[config.mk]
export PLATFORM = sky130hd
export DESIGN_NAME = lmu_light_regs
export DESIGN_NICKNAME = d
export VERILOG_FILES = /design/src/hw/lmu_pkg.sv /design/src/hw/lmu_fade_if.sv /design/src/hw/lmu_fade_ramp.sv /design/src/hw/lmu_light_regs.sv
export SDC_FILE = /design/constraint.sdc
export NUM_CORES = 1
export LEC_CHECK = 0
export ABC_AREA = 1
export BUFFER_PORTS_ARGS = -buffer_cell sky130_fd_sc_hd__buf_2
export CAP_MARGIN = 20
export CORE_ASPECT_RATIO = 1.75
export CORE_UTILIZATION = 42
export DETAILED_ROUTE_END_ITERATION = 10
export SLEW_MARGIN = 20
export SYNTH_ARGS = -nofsm -noshare
export SYNTH_HDL_FRONTEND = slang
export SYNTH_SLANG_ARGS = --single-unit
[constraint.sdc]
create_clock -name clk -period 3.71 [get_ports clk]
set_input_delay 0.371 -clock clk [delete_from_list [all_inputs] [get_ports clk]]
set_output_delay 0.371 -clock clk [all_outputs]
set_load 0.005 [all_outputs]
[src/hw/lmu_pkg.sv]
// Constants shared by the lighting control register bank and its fade ramp.
// Assumes a single 125 MHz clock domain and byte-wide register accesses.
package lmu_pkg;

  // ==========================================================================
  // Register map
  localparam int LMU_NUM_REGS = 11;
  localparam logic [7:0] LMU_ADDR_KEY_LED_CONFIG = 8'h00;
  localparam logic [7:0] LMU_ADDR_KEY_DIMMING = 8'h01;
  localparam logic [7:0] LMU_ADDR_KEY_CURRENT_LIMITS = 8'h02;
  localparam logic [7:0] LMU_ADDR_BACKLIGHT_CONFIG = 8'h03;
  localparam logic [7:0] LMU_ADDR_PRIMARY_CURRENT = 8'h04;
  localparam logic [7:0] LMU_ADDR_SECONDARY_CURRENT = 8'h05;
  localparam logic [7:0] LMU_ADDR_GPIO_CONFIG = 8'h06;
  localparam logic [7:0] LMU_ADDR_GPIO_VALUE = 8'h07;
  localparam logic [7:0] LMU_ADDR_POWER_ENABLES = 8'h0b;
  localparam logic [7:0] LMU_ADDR_STEP_UP_VOLTAGE = 8'h0d;
  localparam logic [7:0] LMU_ADDR_EXT_DIMMING_ENABLES = 8'h2b;

  // Storage slot of each register inside the bank.
  localparam logic [3:0] LMU_IDX_CFG = 4'h0;
  localparam logic [3:0] LMU_IDX_DIM = 4'h1;
  localparam logic [3:0] LMU_IDX_LIM = 4'h2;
  localparam logic [3:0] LMU_IDX_BL = 4'h3;
  localparam logic [3:0] LMU_IDX_PRI = 4'h4;
  localparam logic [3:0] LMU_IDX_SEC = 4'h5;
  localparam logic [3:0] LMU_IDX_GCFG = 4'h6;
  localparam logic [3:0] LMU_IDX_GVAL = 4'h7;
  localparam logic [3:0] LMU_IDX_PWR = 4'h8;
  localparam logic [3:0] LMU_IDX_VOLT = 4'h9;
  localparam logic [3:0] LMU_IDX_EXT = 4'ha;

  // ==========================================================================
  // Reset values and writable bits, highest slot first
  localparam logic [LMU_NUM_REGS-1:0][7:0] LMU_RESET_IMAGE = {
    8'h00, 8'h08, 8'h04, 8'h00, 8'h00, 8'h00,
    8'h00, 8'h00, 8'h00, 8'h00, 8'h20};
  localparam logic [LMU_NUM_REGS-1:0][7:0] LMU_WRITE_MASK = {
    8'h1f, 8'hff, 8'h64, 8'h07, 8'h17, 8'hff,
    8'hff, 8'h3f, 8'h3f, 8'h7f, 8'hee};

  // ==========================================================================
  // Field positions
  localparam int LMU_CFG_INT_DIM = 7;
  localparam int LMU_CFG_OUTPUTS_EN = 6;
  localparam int LMU_CFG_DRIVE_STYLE = 5;
  localparam int LMU_CFG_SINK_ONE = 3;
  localparam int LMU_CFG_SINK_TWO = 2;
  localparam int LMU_CFG_SINK_THREE = 1;
  localparam int LMU_DIM_BAL_LSB = 4;
  localparam int LMU_DIM_BRIGHT_LSB = 1;
  localparam int LMU_DIM_OVERLAP = 0;
  localparam int LMU_LIM_ONE_LSB = 4;
  localparam int LMU_LIM_TWO_LSB = 2;
  localparam int LMU_LIM_THREE_LSB = 0;
  localparam int LMU_BL_SLOPE = 5;
  localparam int LMU_BL_FADE_SEL = 4;
  localparam int LMU_BL_FADE_EN = 3;
  localparam int LMU_BL_SHARED = 2;
  localparam int LMU_BL_PRI_EN = 1;
  localparam int LMU_BL_SEC_EN = 0;
  localparam int LMU_GCFG_PIN_EN = 4;
  localparam int LMU_PWR_ACTIVE = 6;
  localparam int LMU_PWR_STEP_UP = 5;
  localparam int LMU_PWR_DUMMY = 2;
  localparam int LMU_EXT_ONE = 4;
  localparam int LMU_EXT_TWO = 3;
  localparam int LMU_EXT_THREE = 2;
  localparam int LMU_EXT_PRI = 1;
  localparam int LMU_EXT_SEC = 0;

  // ==========================================================================
  // Fade timing: full scale is 255 steps of 0.1 mA
  localparam int LMU_CLK_KHZ = 125000;
  localparam int LMU_FADE_FAST_MS = 650;
  localparam int LMU_FADE_SLOW_MS = 1300;
  localparam int LMU_FADE_STEPS = 255;
  localparam int LMU_FADE_FAST_STEP_CYC =
    LMU_FADE_FAST_MS * LMU_CLK_KHZ / LMU_FADE_STEPS;
  localparam int LMU_FADE_SLOW_STEP_CYC =
    LMU_FADE_SLOW_MS * LMU_CLK_KHZ / LMU_FADE_STEPS;

  typedef logic [7:0] lmu_byte_t;

  typedef enum logic [1:0] {
    LMU_FADE_HOLD = 2'b01,
    LMU_FADE_STEP = 2'b10
  } lmu_fade_state_e;

endpackage

[src/hw/lmu_fade_if.sv]
// Link between the register bank and the backlight fade ramp.
// Assumes both ends share one clock.
`timescale 1ns/1ps
`default_nettype none
interface lmu_fade_if;
  import lmu_pkg::*;
  logic en;
  logic slow;
  lmu_byte_t target;
  lmu_byte_t level;
  logic busy;
  modport ctrl (output en, output slow, output target,
                input level, input busy);
  modport ramp (input en, input slow, input target,
                output level, output busy);
endinterface
`default_nettype wire

[src/hw/lmu_fade_ramp.sv]
// Backlight fade ramp: walks a current code one step at a time to a target.
// Assumes a synchronous active-high reset and one clock domain.
`timescale 1ns/1ps
`default_nettype none
module lmu_fade_ramp
  import lmu_pkg::*;
#(
  parameter int FAST_STEP_CYC = LMU_FADE_FAST_STEP_CYC,
  parameter int SLOW_STEP_CYC = LMU_FADE_SLOW_STEP_CYC,
  parameter int CNT_W = 20
) (
  input wire logic clk,
  input wire logic rst,
  lmu_fade_if.ramp fade
);

  typedef struct packed {
    lmu_fade_state_e st;
    lmu_byte_t level;
    logic [CNT_W-1:0] cnt;
  } lmu_ramp_s;

  localparam logic [CNT_W-1:0] FAST_LAST = CNT_W'(FAST_STEP_CYC - 1);
  localparam logic [CNT_W-1:0] SLOW_LAST = CNT_W'(SLOW_STEP_CYC - 1);

  lmu_ramp_s state_q;
  lmu_ramp_s state_d;

  // ==========================================================================
  // Step scheduling
  // One step per period means a full 0..255 sweep takes the full-scale time.
  always_comb begin
    state_d = state_q;
    if (!fade.en) begin
      state_d.level = fade.target;
      state_d.cnt = '0;
      state_d.st = LMU_FADE_HOLD;
    end else begin
      unique case (state_q.st)
        LMU_FADE_HOLD: begin
          state_d.cnt = '0;
          if (state_q.level != fade.target) begin
            state_d.st = LMU_FADE_STEP;
          end
        end
        LMU_FADE_STEP: begin
          if (state_q.level == fade.target) begin
            state_d.st = LMU_FADE_HOLD;
            state_d.cnt = '0;
          end else if (state_q.cnt ==
                       (fade.slow ? SLOW_LAST : FAST_LAST)) begin
            state_d.cnt = '0;
            if (state_q.level < fade.target) begin
              state_d.level = state_q.level + 8'h01;
            end else begin
              state_d.level = state_q.level - 8'h01;
            end
          end else begin
            state_d.cnt = state_q.cnt + {{(CNT_W-1){1'b0}}, 1'b1};
          end
        end
        default: begin
          state_d.st = LMU_FADE_HOLD;
          state_d.cnt = '0;
        end
      endcase
    end
  end

  // State register.
  always_ff @(posedge clk) begin
    if (rst) begin
      state_q <= '{st: LMU_FADE_HOLD, level: 8'h00, cnt: '0};
    end else begin
      state_q <= state_d;
    end
  end

  assign fade.level = state_q.level;
  assign fade.busy = (state_q.level != fade.target) && fade.en;

endmodule // lmu_fade_ramp
`default_nettype wire

[src/hw/lmu_light_regs.sv]
// Control register bank of the lighting management unit, with the drive
// controls it hands to the keypad sinks, backlight strings, GPIO and step-up.
// Assumes an upstream two-wire serial engine turns frames into byte-wide
// read and write strobes in the clk domain.
`timescale 1ns/1ps
`default_nettype none

module lmu_light_regs
  import lmu_pkg::*;
#(
  parameter int FAST_STEP_CYC = LMU_FADE_FAST_STEP_CYC,
  parameter int SLOW_STEP_CYC = LMU_FADE_SLOW_STEP_CYC
) (
  input wire logic clk,
  input wire logic sys_rst,
  input wire logic external_reset_low,
  input wire logic reg_wr_en,
  input wire logic reg_rd_en,
  input wire logic [7:0] reg_addr,
  input wire logic [7:0] reg_wdata,
  output logic [7:0] reg_rdata,
  output logic reg_rd_valid,
  output logic active_not_sleep,
  output logic [2:0] key_sink_en,
  output logic keypad_internal_dimming_en,
  output logic keypad_drive_style,
  output logic [2:0] keypad_balance,
  output logic [2:0] keypad_brightness,
  output logic overlap_mode_en,
  output logic [1:0] key_sink_one_limit,
  output logic [1:0] key_sink_two_limit,
  output logic [1:0] key_sink_three_limit,
  output logic primary_on,
  output logic secondary_on,
  output logic [7:0] primary_level,
  output logic [7:0] secondary_level,
  output logic fade_busy,
  input wire logic [2:0] gpio_in,
  output logic [2:0] gpio_out,
  output logic [2:0] gpio_oe,
  output logic ext_dimming_pin_en,
  output logic [2:0] key_sink_ext_dimming_en,
  output logic primary_ext_dimming_en,
  output logic secondary_ext_dimming_en,
  output logic step_up_en,
  output logic step_up_dummy_load_en,
  output logic [7:0] step_up_voltage_code
);

  // ==========================================================================
  // State
  typedef struct packed {
    logic [LMU_NUM_REGS-1:0][7:0] regs;
    lmu_byte_t rdata;
    logic rd_valid;
    logic active;
    logic [2:0] key_en;
    logic key_int_dim;
    logic drive_style;
    logic [2:0] balance;
    logic [2:0] bright;
    logic overlap;
    logic [5:0] limits;
    logic pri_on;
    logic sec_on;
    lmu_byte_t pri_lvl;
    lmu_byte_t sec_lvl;
    logic [2:0] gpio_oe;
    logic [2:0] gpio_out;
    logic pin_en;
    logic [4:0] ext_dim;
    logic step_up;
    logic dummy;
    lmu_byte_t volt;
  } lmu_regs_s;

  localparam lmu_regs_s RESET_STATE = '{
    regs: LMU_RESET_IMAGE,
    drive_style: 1'b1,
    dummy: 1'b1,
    volt: 8'h08,
    default: '0
  };

  lmu_regs_s state_q;
  lmu_regs_s state_d;
  logic rst_any;
  logic [4:0] wr_hit;
  logic [4:0] rd_hit;
  lmu_byte_t cfg;
  lmu_byte_t dim;
  lmu_byte_t lim;
  lmu_byte_t bl;
  lmu_byte_t gcfg;
  lmu_byte_t gval;
  lmu_byte_t pwr;
  lmu_byte_t ext;
  lmu_byte_t pri_tgt;
  lmu_byte_t sec_tgt;
  logic fade_on;
  logic fade_sec;

  lmu_fade_if fade_bus ();

  // ==========================================================================
  // Address decode, shared by the write and read paths
  // Returns {hit, slot}; an unmapped address gives hit low.
  function automatic logic [4:0] decode(input logic [7:0] addr);
    logic [4:0] res;
    res = 5'h00;
    unique case (addr)
      LMU_ADDR_KEY_LED_CONFIG: res = {1'b1, LMU_IDX_CFG};
      LMU_ADDR_KEY_DIMMING: res = {1'b1, LMU_IDX_DIM};
      LMU_ADDR_KEY_CURRENT_LIMITS: res = {1'b1, LMU_IDX_LIM};
      LMU_ADDR_BACKLIGHT_CONFIG: res = {1'b1, LMU_IDX_BL};
      LMU_ADDR_PRIMARY_CURRENT: res = {1'b1, LMU_IDX_PRI};
      LMU_ADDR_SECONDARY_CURRENT: res = {1'b1, LMU_IDX_SEC};
      LMU_ADDR_GPIO_CONFIG: res = {1'b1, LMU_IDX_GCFG};
      LMU_ADDR_GPIO_VALUE: res = {1'b1, LMU_IDX_GVAL};
      LMU_ADDR_POWER_ENABLES: res = {1'b1, LMU_IDX_PWR};
      LMU_ADDR_STEP_UP_VOLTAGE: res = {1'b1, LMU_IDX_VOLT};
      LMU_ADDR_EXT_DIMMING_ENABLES: res = {1'b1, LMU_IDX_EXT};
      default: res = 5'h00;
    endcase
    return res;
  endfunction

  // Either reset source loads the reset image; the pin is taken as synchronous.
  assign rst_any = sys_rst | ~external_reset_low;
  assign wr_hit = decode(reg_addr);
  assign rd_hit = decode(reg_addr);

  // Named views of the stored registers.
  assign cfg = state_q.regs[LMU_IDX_CFG];
  assign dim = state_q.regs[LMU_IDX_DIM];
  assign lim = state_q.regs[LMU_IDX_LIM];
  assign bl = state_q.regs[LMU_IDX_BL];
  assign gcfg = state_q.regs[LMU_IDX_GCFG];
  assign gval = state_q.regs[LMU_IDX_GVAL];
  assign pwr = state_q.regs[LMU_IDX_PWR];
  assign ext = state_q.regs[LMU_IDX_EXT];

  // ==========================================================================
  // Backlight targets and the fade ramp
  // In shared mode the secondary string takes the primary code as well.
  assign pri_tgt = state_q.regs[LMU_IDX_PRI];
  assign sec_tgt = bl[LMU_BL_SHARED] ? pri_tgt
                 : state_q.regs[LMU_IDX_SEC];
  assign fade_on = bl[LMU_BL_FADE_EN] & pwr[LMU_PWR_ACTIVE];
  assign fade_sec = bl[LMU_BL_FADE_SEL];

  // Only one string fades; in shared mode the other mirrors the primary.
  assign fade_bus.en = fade_on;
  assign fade_bus.slow = bl[LMU_BL_SLOPE];
  assign fade_bus.target = fade_sec ? sec_tgt : pri_tgt;

  lmu_fade_ramp #(
    .FAST_STEP_CYC(FAST_STEP_CYC),
    .SLOW_STEP_CYC(SLOW_STEP_CYC)
  ) u_fade (
    .clk(clk),
    .rst(rst_any),
    .fade(fade_bus.ramp)
  );

  // ==========================================================================
  // Next-state logic
  // The drive fields are recomputed from the stored bytes every cycle, so a
  // write reaches the outputs one cycle after the register itself changes.
  always_comb begin
    lmu_byte_t pri_eff;
    lmu_byte_t sec_eff;
    logic act;
    state_d = state_q;
    pri_eff = pri_tgt;
    sec_eff = sec_tgt;
    act = pwr[LMU_PWR_ACTIVE];

    // Host write: only writable bits are stored, the rest stay zero.
    if (reg_wr_en && wr_hit[4]) begin
      state_d.regs[wr_hit[3:0]] = reg_wdata & LMU_WRITE_MASK[wr_hit[3:0]];
    end

    // Host read: unmapped addresses return zero. Input GPIO pins read back
    // their pin level, output pins the stored drive value.
    state_d.rd_valid = reg_rd_en;
    if (reg_rd_en) begin
      if (!rd_hit[4]) begin
        state_d.rdata = 8'h00;
      end else if (rd_hit[3:0] == LMU_IDX_GVAL) begin
        state_d.rdata = {5'h00, (gval[2:0] & gcfg[2:0])
                         | (gpio_in & ~gcfg[2:0])};
      end else begin
        state_d.rdata = state_q.regs[rd_hit[3:0]];
      end
    end

    // Keypad: standby and the master gate both force every sink off.
    state_d.active = act;
    state_d.key_en = {cfg[LMU_CFG_SINK_ONE], cfg[LMU_CFG_SINK_TWO],
                      cfg[LMU_CFG_SINK_THREE]}
                     & {3{cfg[LMU_CFG_OUTPUTS_EN] & act}};
    state_d.key_int_dim = cfg[LMU_CFG_INT_DIM]
                          & cfg[LMU_CFG_OUTPUTS_EN] & act;
    state_d.drive_style = cfg[LMU_CFG_DRIVE_STYLE];
    state_d.balance = dim[LMU_DIM_BAL_LSB +: 3];
    state_d.bright = dim[LMU_DIM_BRIGHT_LSB +: 3];
    state_d.overlap = dim[LMU_DIM_OVERLAP];
    state_d.limits = {lim[LMU_LIM_ONE_LSB +: 2], lim[LMU_LIM_TWO_LSB +: 2],
                      lim[LMU_LIM_THREE_LSB +: 2]};

    // Backlight: the fading string takes the ramp level.
    if (fade_on && !fade_sec) begin
      pri_eff = fade_bus.level;
    end
    if (fade_on && fade_sec) begin
      sec_eff = fade_bus.level;
    end
    if (bl[LMU_BL_SHARED]) begin
      sec_eff = pri_eff;
    end
    state_d.pri_on = bl[LMU_BL_PRI_EN] & act;
    state_d.sec_on = bl[LMU_BL_SEC_EN] & act;
    state_d.pri_lvl = state_d.pri_on ? pri_eff : 8'h00;
    state_d.sec_lvl = state_d.sec_on ? sec_eff : 8'h00;

    // GPIO: drive only pins set as outputs.
    state_d.gpio_oe = gcfg[2:0];
    state_d.gpio_out = gval[2:0] & gcfg[2:0];

    // External dimming: per-output selects are qualified by the pin enable.
    state_d.pin_en = gcfg[LMU_GCFG_PIN_EN];
    state_d.ext_dim = {ext[LMU_EXT_ONE], ext[LMU_EXT_TWO], ext[LMU_EXT_THREE],
                       ext[LMU_EXT_PRI], ext[LMU_EXT_SEC]}
                      & {5{gcfg[LMU_GCFG_PIN_EN]}};

    // Step-up converter; standby also stops it.
    state_d.step_up = pwr[LMU_PWR_STEP_UP] & act;
    state_d.dummy = pwr[LMU_PWR_DUMMY];
    state_d.volt = state_q.regs[LMU_IDX_VOLT];
  end

  // ==========================================================================
  // State register
  always_ff @(posedge clk) begin
    if (rst_any) begin
      state_q <= RESET_STATE;
    end else begin
      state_q <= state_d;
    end
  end

  // ==========================================================================
  // Outputs, all straight from flip-flops except fade_busy, which is decoded from the ramp
  assign reg_rdata = state_q.rdata;
  assign reg_rd_valid = state_q.rd_valid;
  assign active_not_sleep = state_q.active;
  assign key_sink_en = state_q.key_en;
  assign keypad_internal_dimming_en = state_q.key_int_dim;
  assign keypad_drive_style = state_q.drive_style;
  assign keypad_balance = state_q.balance;
  assign keypad_brightness = state_q.bright;
  assign overlap_mode_en = state_q.overlap;
  assign key_sink_one_limit = state_q.limits[5:4];
  assign key_sink_two_limit = state_q.limits[3:2];
  assign key_sink_three_limit = state_q.limits[1:0];
  assign primary_on = state_q.pri_on;
  assign secondary_on = state_q.sec_on;
  assign primary_level = state_q.pri_lvl;
  assign secondary_level = state_q.sec_lvl;
  assign fade_busy = fade_bus.busy;
  assign gpio_out = state_q.gpio_out;
  assign gpio_oe = state_q.gpio_oe;
  assign ext_dimming_pin_en = state_q.pin_en;
  assign key_sink_ext_dimming_en = state_q.ext_dim[4:2];
  assign primary_ext_dimming_en = state_q.ext_dim[1];
  assign secondary_ext_dimming_en = state_q.ext_dim[0];
  assign step_up_en = state_q.step_up;
  assign step_up_dummy_load_en = state_q.dummy;
  assign step_up_voltage_code = state_q.volt;

endmodule // lmu_light_regs
`default_nettype wire

* Word-level counts from Yosys, hierarchy flattened
Memories as Yosys holds them, arrays and structs flattened.
Index checks and enable logic that the tools add are counted.
** Word-level totals
- ROM bits :: 128
- Input port bits :: 24
- Flip-flop bits (word level) :: 186
- Memories kept :: 1
- Output and inout bits :: 69
** Memory list
- (name not given) :: depth 16, bits a word 8, rd ports 1, clocked after memory_dff 0, write ports 0, RTL line lmu_light_regs.sv:181 : state_d.regs[wr_hit[3:0]] = reg_wdata & LMU_WRITE_MASK[wr_hit[3:0]];
** Cells by class
- Order comparisons :: 3
- Bitwise gates (word level) :: 20
- Mux-type cells :: 26
- Equality and inequality tests :: 21
- Reduce and logical (&&, ||, !) cells :: 13
- $add $sub $neg :: 3
** Operators with widths (number)
- $mux W8 :: 14
- $bwmux W88 :: 1
- $mux W20 :: 4
- $pmux W5 S11 :: 1
- $bmux W8 S4 :: 1
- $demux W8 S4 :: 1
- $eq A8 B3 Y1 const B :: 4
- $mux W28 :: 1
- $add A20 B1 Y20 const B :: 1
- $eq A20 B20 Y1 :: 1
- $eq A8 B2 Y1 const B :: 2
- $eq A8 B4 Y1 const B :: 2
- $and A3 B3 Y3 :: 3
- $add A8 B1 Y8 const B :: 1
- $and A8 B8 Y8 :: 1
- $eq A8 B1 Y1 const B :: 1
- $eq A8 B6 Y1 const B :: 1
- $eq A8 B8 Y1 :: 1
- $logic_not A8 Y1 :: 1
- $lt A8 B8 Y1 :: 1
- $ne A2 B1 Y1 const B :: 4
- $ne A8 B8 Y1 :: 1
- $sub A8 B1 Y8 const B :: 1
- $and A1 B1 Y1 :: 7
- 19 further kinds :: 30

* Longest topological paths before layout
- Depth in word-level cells :: 8
- Depth in mapped cells :: 22
- Depth with buffers taken out :: 21

* Cells and area by module
A second synthesis with hierarchy kept.
** Second synthesis, totals
- Cell total of the unflattened synthesis :: 1266
- Area, all modules :: 9121.2 um^2
** Modules (own cells, without submodules)
- lmu_light_regs :: cells an instance 940, area an instance 6900.4 um^2, instances 1, seq. area each 3123.0 um^2
- lmu_fade_ramp :: cells an instance 326, area an instance 2220.9 um^2, instances 1, seq. area each 600.6 um^2

* Least setup slack after synthesis
OpenSTA, ideal clock, no wires.
- Path kind :: reg2reg
- Start point :: reg state_q (netlist bit bl[4])
- End point :: reg u_fade.state_q (netlist bit u_fade.fade.level[6])
- Arrival time :: 3.169 ns
- Clock period less this slack :: 3.301 ns
- Required time :: 3.578 ns
- Path slack :: 0.409 ns
- Path buffers :: 2
- Cell stages (with the launch flop) :: 20
- Cells stage by stage :: dfxtp_1 > clkbuf_1 > inv_1 > clkbuf_1 > o21ai_0 > ha_1 > a21oi_1 > nor2_1 > a211oi_1 > nand2_1 > fa_1 > nand3_1 > nand3_1 > a21oi_1 > nor2_1 > nor2_1 > xor2_1 > nor2_1 > o21ai_0 > a21oi_1
** Between the ends
- Cells in the longest elaborated chain, start to end :: 7
- Elaborated cells on any way between the ends :: 10
- Those cells by class :: order compare (1); eq/ne (2); mux (6); reduce/logical (1)
** RTL lines
- from (decl) :: RTL line lmu_light_regs.sv:85 : lmu_regs_s state_q;
- from (signal assigned) :: RTL line lmu_light_regs.sv:249 : state_q <= state_d;
- $mux W8 * :: RTL line lmu_light_regs.sv:155 : assign fade_bus.target = fade_sec ? sec_tgt : pri_tgt;
- $lt A8 B8 Y1 :: RTL line lmu_fade_ramp.sv:53 : if (state_q.level < fade.target) begin
- $mux W8 :: RTL line lmu_fade_ramp.sv:53
- $mux W8 :: RTL line lmu_fade_ramp.sv:50 : end else if (state_q.cnt ==
- $mux W8 :: RTL line lmu_fade_ramp.sv:47 : if (state_q.level == fade.target) begin
- $mux W8 :: RTL line lmu_fade_ramp.sv:39 : unique case (state_q.st)
- $mux W28 :: RTL line lmu_fade_ramp.sv:34 : if (!fade.en) begin
- to (signal assigned) :: RTL line lmu_fade_ramp.sv:73 : state_q <= '{st: LMU_FADE_HOLD, level: 8'h00, cnt: '0};
- to (signal assigned) :: RTL line lmu_fade_ramp.sv:75 : state_q <= state_d;
- to (decl) :: RTL line lmu_fade_ramp.sv:26 : lmu_ramp_s state_q;
Every way passes the cells marked *; elsewhere a longest branch is shown, timed or not. The select of a mux whose other input is x is not followed.
A chain may end at the register's enable or synchronous reset.

* Worst setup path in the final report
Same ends and word-level chain as after synthesis.

==> results.json <==
{
  "finClkSkew_ns": 0.00771,
  "grt_pass1_vias": 7198,
  "synth_largest_area_cell": "dfxtp_1",
  "numPortBuffers": 92,
  "hold_class": "primary input to register",
  "clk_pin_slew_ns": 0.08,
  "multi_input_area_mm2": 0.00383,
  "ir_drop_mv": 0.239,
  "syn-cell-area_mm2": 0.00872,
  "crit_path_max_fanout": 11,
  "netlist_instances": 1192,
  "seq_area_frac_synth": 0.427,
  "num_vias": 7602,
  "first_pass_iters": 5,
  "async_reset_ff_frac": 0,
  "synth-compound-area-share": 0.153,
  "fin_cells": 1481,
  "yosysWarnings": 0,
  "p_leak_uw": 0.00403,
  "grt_antenna_before_repair": 0,
  "dr_wl_met2_mm": 12.0,
  "yosys-top-cells-area": "dfxtp_1 43%, nand2_1 10%, o21ai_0 6.3%",
  "cts_setup_buffers": 0,
  "grt_max_degree": 73,
  "nets": 1262,
  "drive_gt1_frac": 0.148,
  "drt_iter0_markers": 409,
  "ys_types": 45,
  "track_usage": 0.223,
  "dp_hpwl_mm": 17.3,
  "synth_ff_type": "dfxtp_1",
  "maxCapViolCount": 0,
  "core_mm2": 0.0203,
  "p_per_area_mw_per_mm2": 408,
  "synthesis.nets": 1233,
  "area_growth_pct": 9.53,
  "ys_seq_elements": 186,
  "dr_wl_met3_um": 957,
  "placedCellCount": 1450,
  "fmax_ghz": 0.298,
  "hold_buffers": 0,
  "routed_wl_mm": 23.3,
  "reg2reg_depth": 18,
  "synth-adder-area-share": 0.0253,
  "root_buffer": "clkbuf_16",
  "die-height_um": 193,
  "synth_top_area_share": 0.427,
  "syn_avg_cell_area_um2": 7.31,
  "whs_ns": 0.176,
  "rsz0062_at_grt": "false",
  "start_util": 0.430,
  "critPathSlowestCell": "fa_1",
  "maxSlewViolCount": 0,
  "place_congestion": 0.854,
  "synth_top_family_by_area": "simple AND/OR/NAND/NOR gates",
  "cts.path.max_buffers": 2,
  "met1_length_mm": 9.84,
  "synthSimpleGateAreaFrac": 0.250,
  "setup-violations-final": 0,
  "hold_depth": 3,
  "drc": 0,
  "period_minus_slack_ns": 3.35,
  "ant_nets": 0,
  "grt_pass1_wl_mm": 37.3,
  "synth-edff-count": 0,
  "cts_resized": 0,
  "clock_latency_ns": 0.44,
  "die-area_mm2": 0.0214,
  "row_count": 69,
  "die_width_um": 111,
  "tightest_slew_ns": 0.867,
  "io_pins": 93,
  "crit_top_cell": "nor2_1",
  "status": "completed",
  "post-route-util": 0.471,
  "cts_buffers": 17,
  "wl_per_cell_um": 15.8,
  "end_kind": "register",
  "slew_headroom": 0.420,
  "viasPerCell": 5.13,
  "critPathKind": "register to register",
  "fill_cells": 2062,
  "hold_violations": 0,
  "critPathLaunchType": "register",
  "htreeDepth": 4,
  "period_share": 0.903,
  "slowest_delay_ns": 0.46,
  "register_area_mm2": 0.00372,
  "crit_chain": "inv_1, nand2_1, o21ai_1, ha_1, a21oi_1, nor2_1, a211oi_1, nand2_1, fa_1, nand3_1, nand3_1, a21oi_1, nor2_1, nor2_1, xor2_1, nor2_1, o21ai_0, a21oi_1",
  "required_ns": 4.01,
  "synthMuxAreaShare": 0,
  "critPathArrivalTime_ns": 3.65,
  "synth_xor_area_frac": 0.0100,
  "cts_tree": "yes",
  "grt_overflow": 0,
  "antenna_cells": 0,
  "highest_layer": "met4",
  "setup-tns-final_ns": 0,
  "clkSinkCount": 186
}
==> cells by family after synthesis <==
group                    after synthesis
AND/OR/NAND/NOR                      486
AO/OA/AOI/OAI                        252
buffers and inverters                241
flip-flops                           186
adder cells (fa/ha/maj)               17
XOR/XNOR                              10
==> cell usage after synthesis, types with 2 or more instances <==
library cell    n
ha_1           16
o21ai_0       110
inv_1         131
buf_4          64
nor3_1         28
a31oi_1         3
buf_6           2
o21a_1          2
clkbuf_1       24
nor3b_1         6
nand2_2         8
a211oi_1       15
clkinv_1        4
nand2_1       242
nor2_4          6
buf_2           6
xor2_1          7
nor3_4          2
nand4_1        12
o21ai_1         8
nor2_2          4
xnor2_1         3
o211ai_1        5
inv_2           9
nand3_2         2
a21oi_1       103
nand4_2         2
and3_1          4
nor4_1          4
nand3_1        48
or2_2           5
nor2_1        109
dfxtp_1       186
==> power by group <==
group | internal (uW) | switching [uW] | total, uW
Sequential | 2000 | 0.820 | 2000
Clock | 905 | 864 | 1770
Combinational | 33.4 | 97.2 | 131
Total | 2940 | 962 | 3900
==> cell usage in the layout (no fill, tap or decap), types with 4 or more instances in the layout <==
cell / netlist / final
nand2_1: 242 / 242
nand2_2: 8 / 8
a211oi_1: 15 / 15
nor2_2: 4 / 4
clkinv_4: 0 / 4
nand3_1: 48 / 48
clkinv_1: 4 / 4
nor3_1: 28 / 28
or2_2: 5 / 5
o21ai_1: 8 / 11
xor2_1: 7 / 7
buf_4: 64 / 14
nor4_1: 4 / 4
buf_2: 6 / 92
nor2_1: 109 / 108
nor3b_1: 6 / 6
ha_1: 16 / 16
inv_8: 0 / 4
inv_1: 131 / 131
inv_2: 9 / 9
and3_1: 4 / 4
o211ai_1: 5 / 5
dfxtp_1: 186 / 185
nor2_4: 6 / 7
nand4_1: 12 / 12
clkbuf_16: 0 / 17
a21oi_1: 103 / 103
o21ai_0: 110 / 107
==> critical path, delay by kind of cell (launching register included) <==
kind	cells	cell delay, ns
and+or+nand+nor	8	0.82
xor gates and xnor gates	1	0.16
AOI/OAI and AO/OA	6	0.94
buffers and inverters	1	0.24
adders and majority gates	2	0.75
DFF	1	0.31
==> worst paths after layout <==
path	start	endpoint	slack (ns)
worst min-delay path	reg_wdata[5]	cfg[5]$_SDFFE_PP1P_	0.18
worst max-delay path	bl[4]$_SDFFE_PP0P_	u_fade.fade.level[6]$_SDFFE_PP0P_	0.36
worst min register to register	pwr[1]$_SDFFE_PP0P_	pwr[1]$_SDFFE_PP0P_	0.44
worst max register to register	bl[4]$_SDFFE_PP0P_	u_fade.fade.level[6]$_SDFFE_PP0P_	0.36
==> per-layer routing <==
metal | vias up | track usage
met5 | - | 0
met4 | 0 | 0.0923
met2 | 196 | 0.406
met1 | 3503 | 0.260
met3 | 32 | 0.0320
li1 | 3871 | -
==> state kept, by name, indices dropped and copies added, names as in the netlist, 8 cells and up <==
| signal | count |
|---|---|
| bl | 8 |
| cfg | 8 |
| dim | 8 |
| ext | 8 |
| gcfg | 8 |
| gval | 8 |
| lim | 8 |
| pri_tgt | 8 |
| primary_level | 8 |
| pwr | 8 |
| reg_rdata | 8 |
| secondary_level | 8 |
| state_d | 8 |
| state_q | 8 |
| step_up_voltage_code | 8 |
| u_fade.fade.level | 8 |
| u_fade.state_q | 22 |
==> cell type report <==
| cell class | count | area share |
|---|---|---|
| multi-input cells | 765 | 0.401 |
| flip-flops and latches | 186 | 0.390 |
| repair buffers | 106 | 0.0592 |
| inverters | 145 | 0.0573 |
| clock buffers | 18 | 0.0460 |
| well taps | 248 | 0.0325 |
| clock inverters | 13 | 0.0136 |
==> metrics by stage <==
step	setup slack (ns)	instance area [um^2]	power, uW
floorplan	0.409	8720	2120
global placement	0.262	8980	2170
detailed placement	0.172	8980	2170
CTS	0.154	9550	3930
global route	0.0287	9550	4000
finish	0.358	9550	3900
Note: power is estimated with default switching activity, not from simulation.
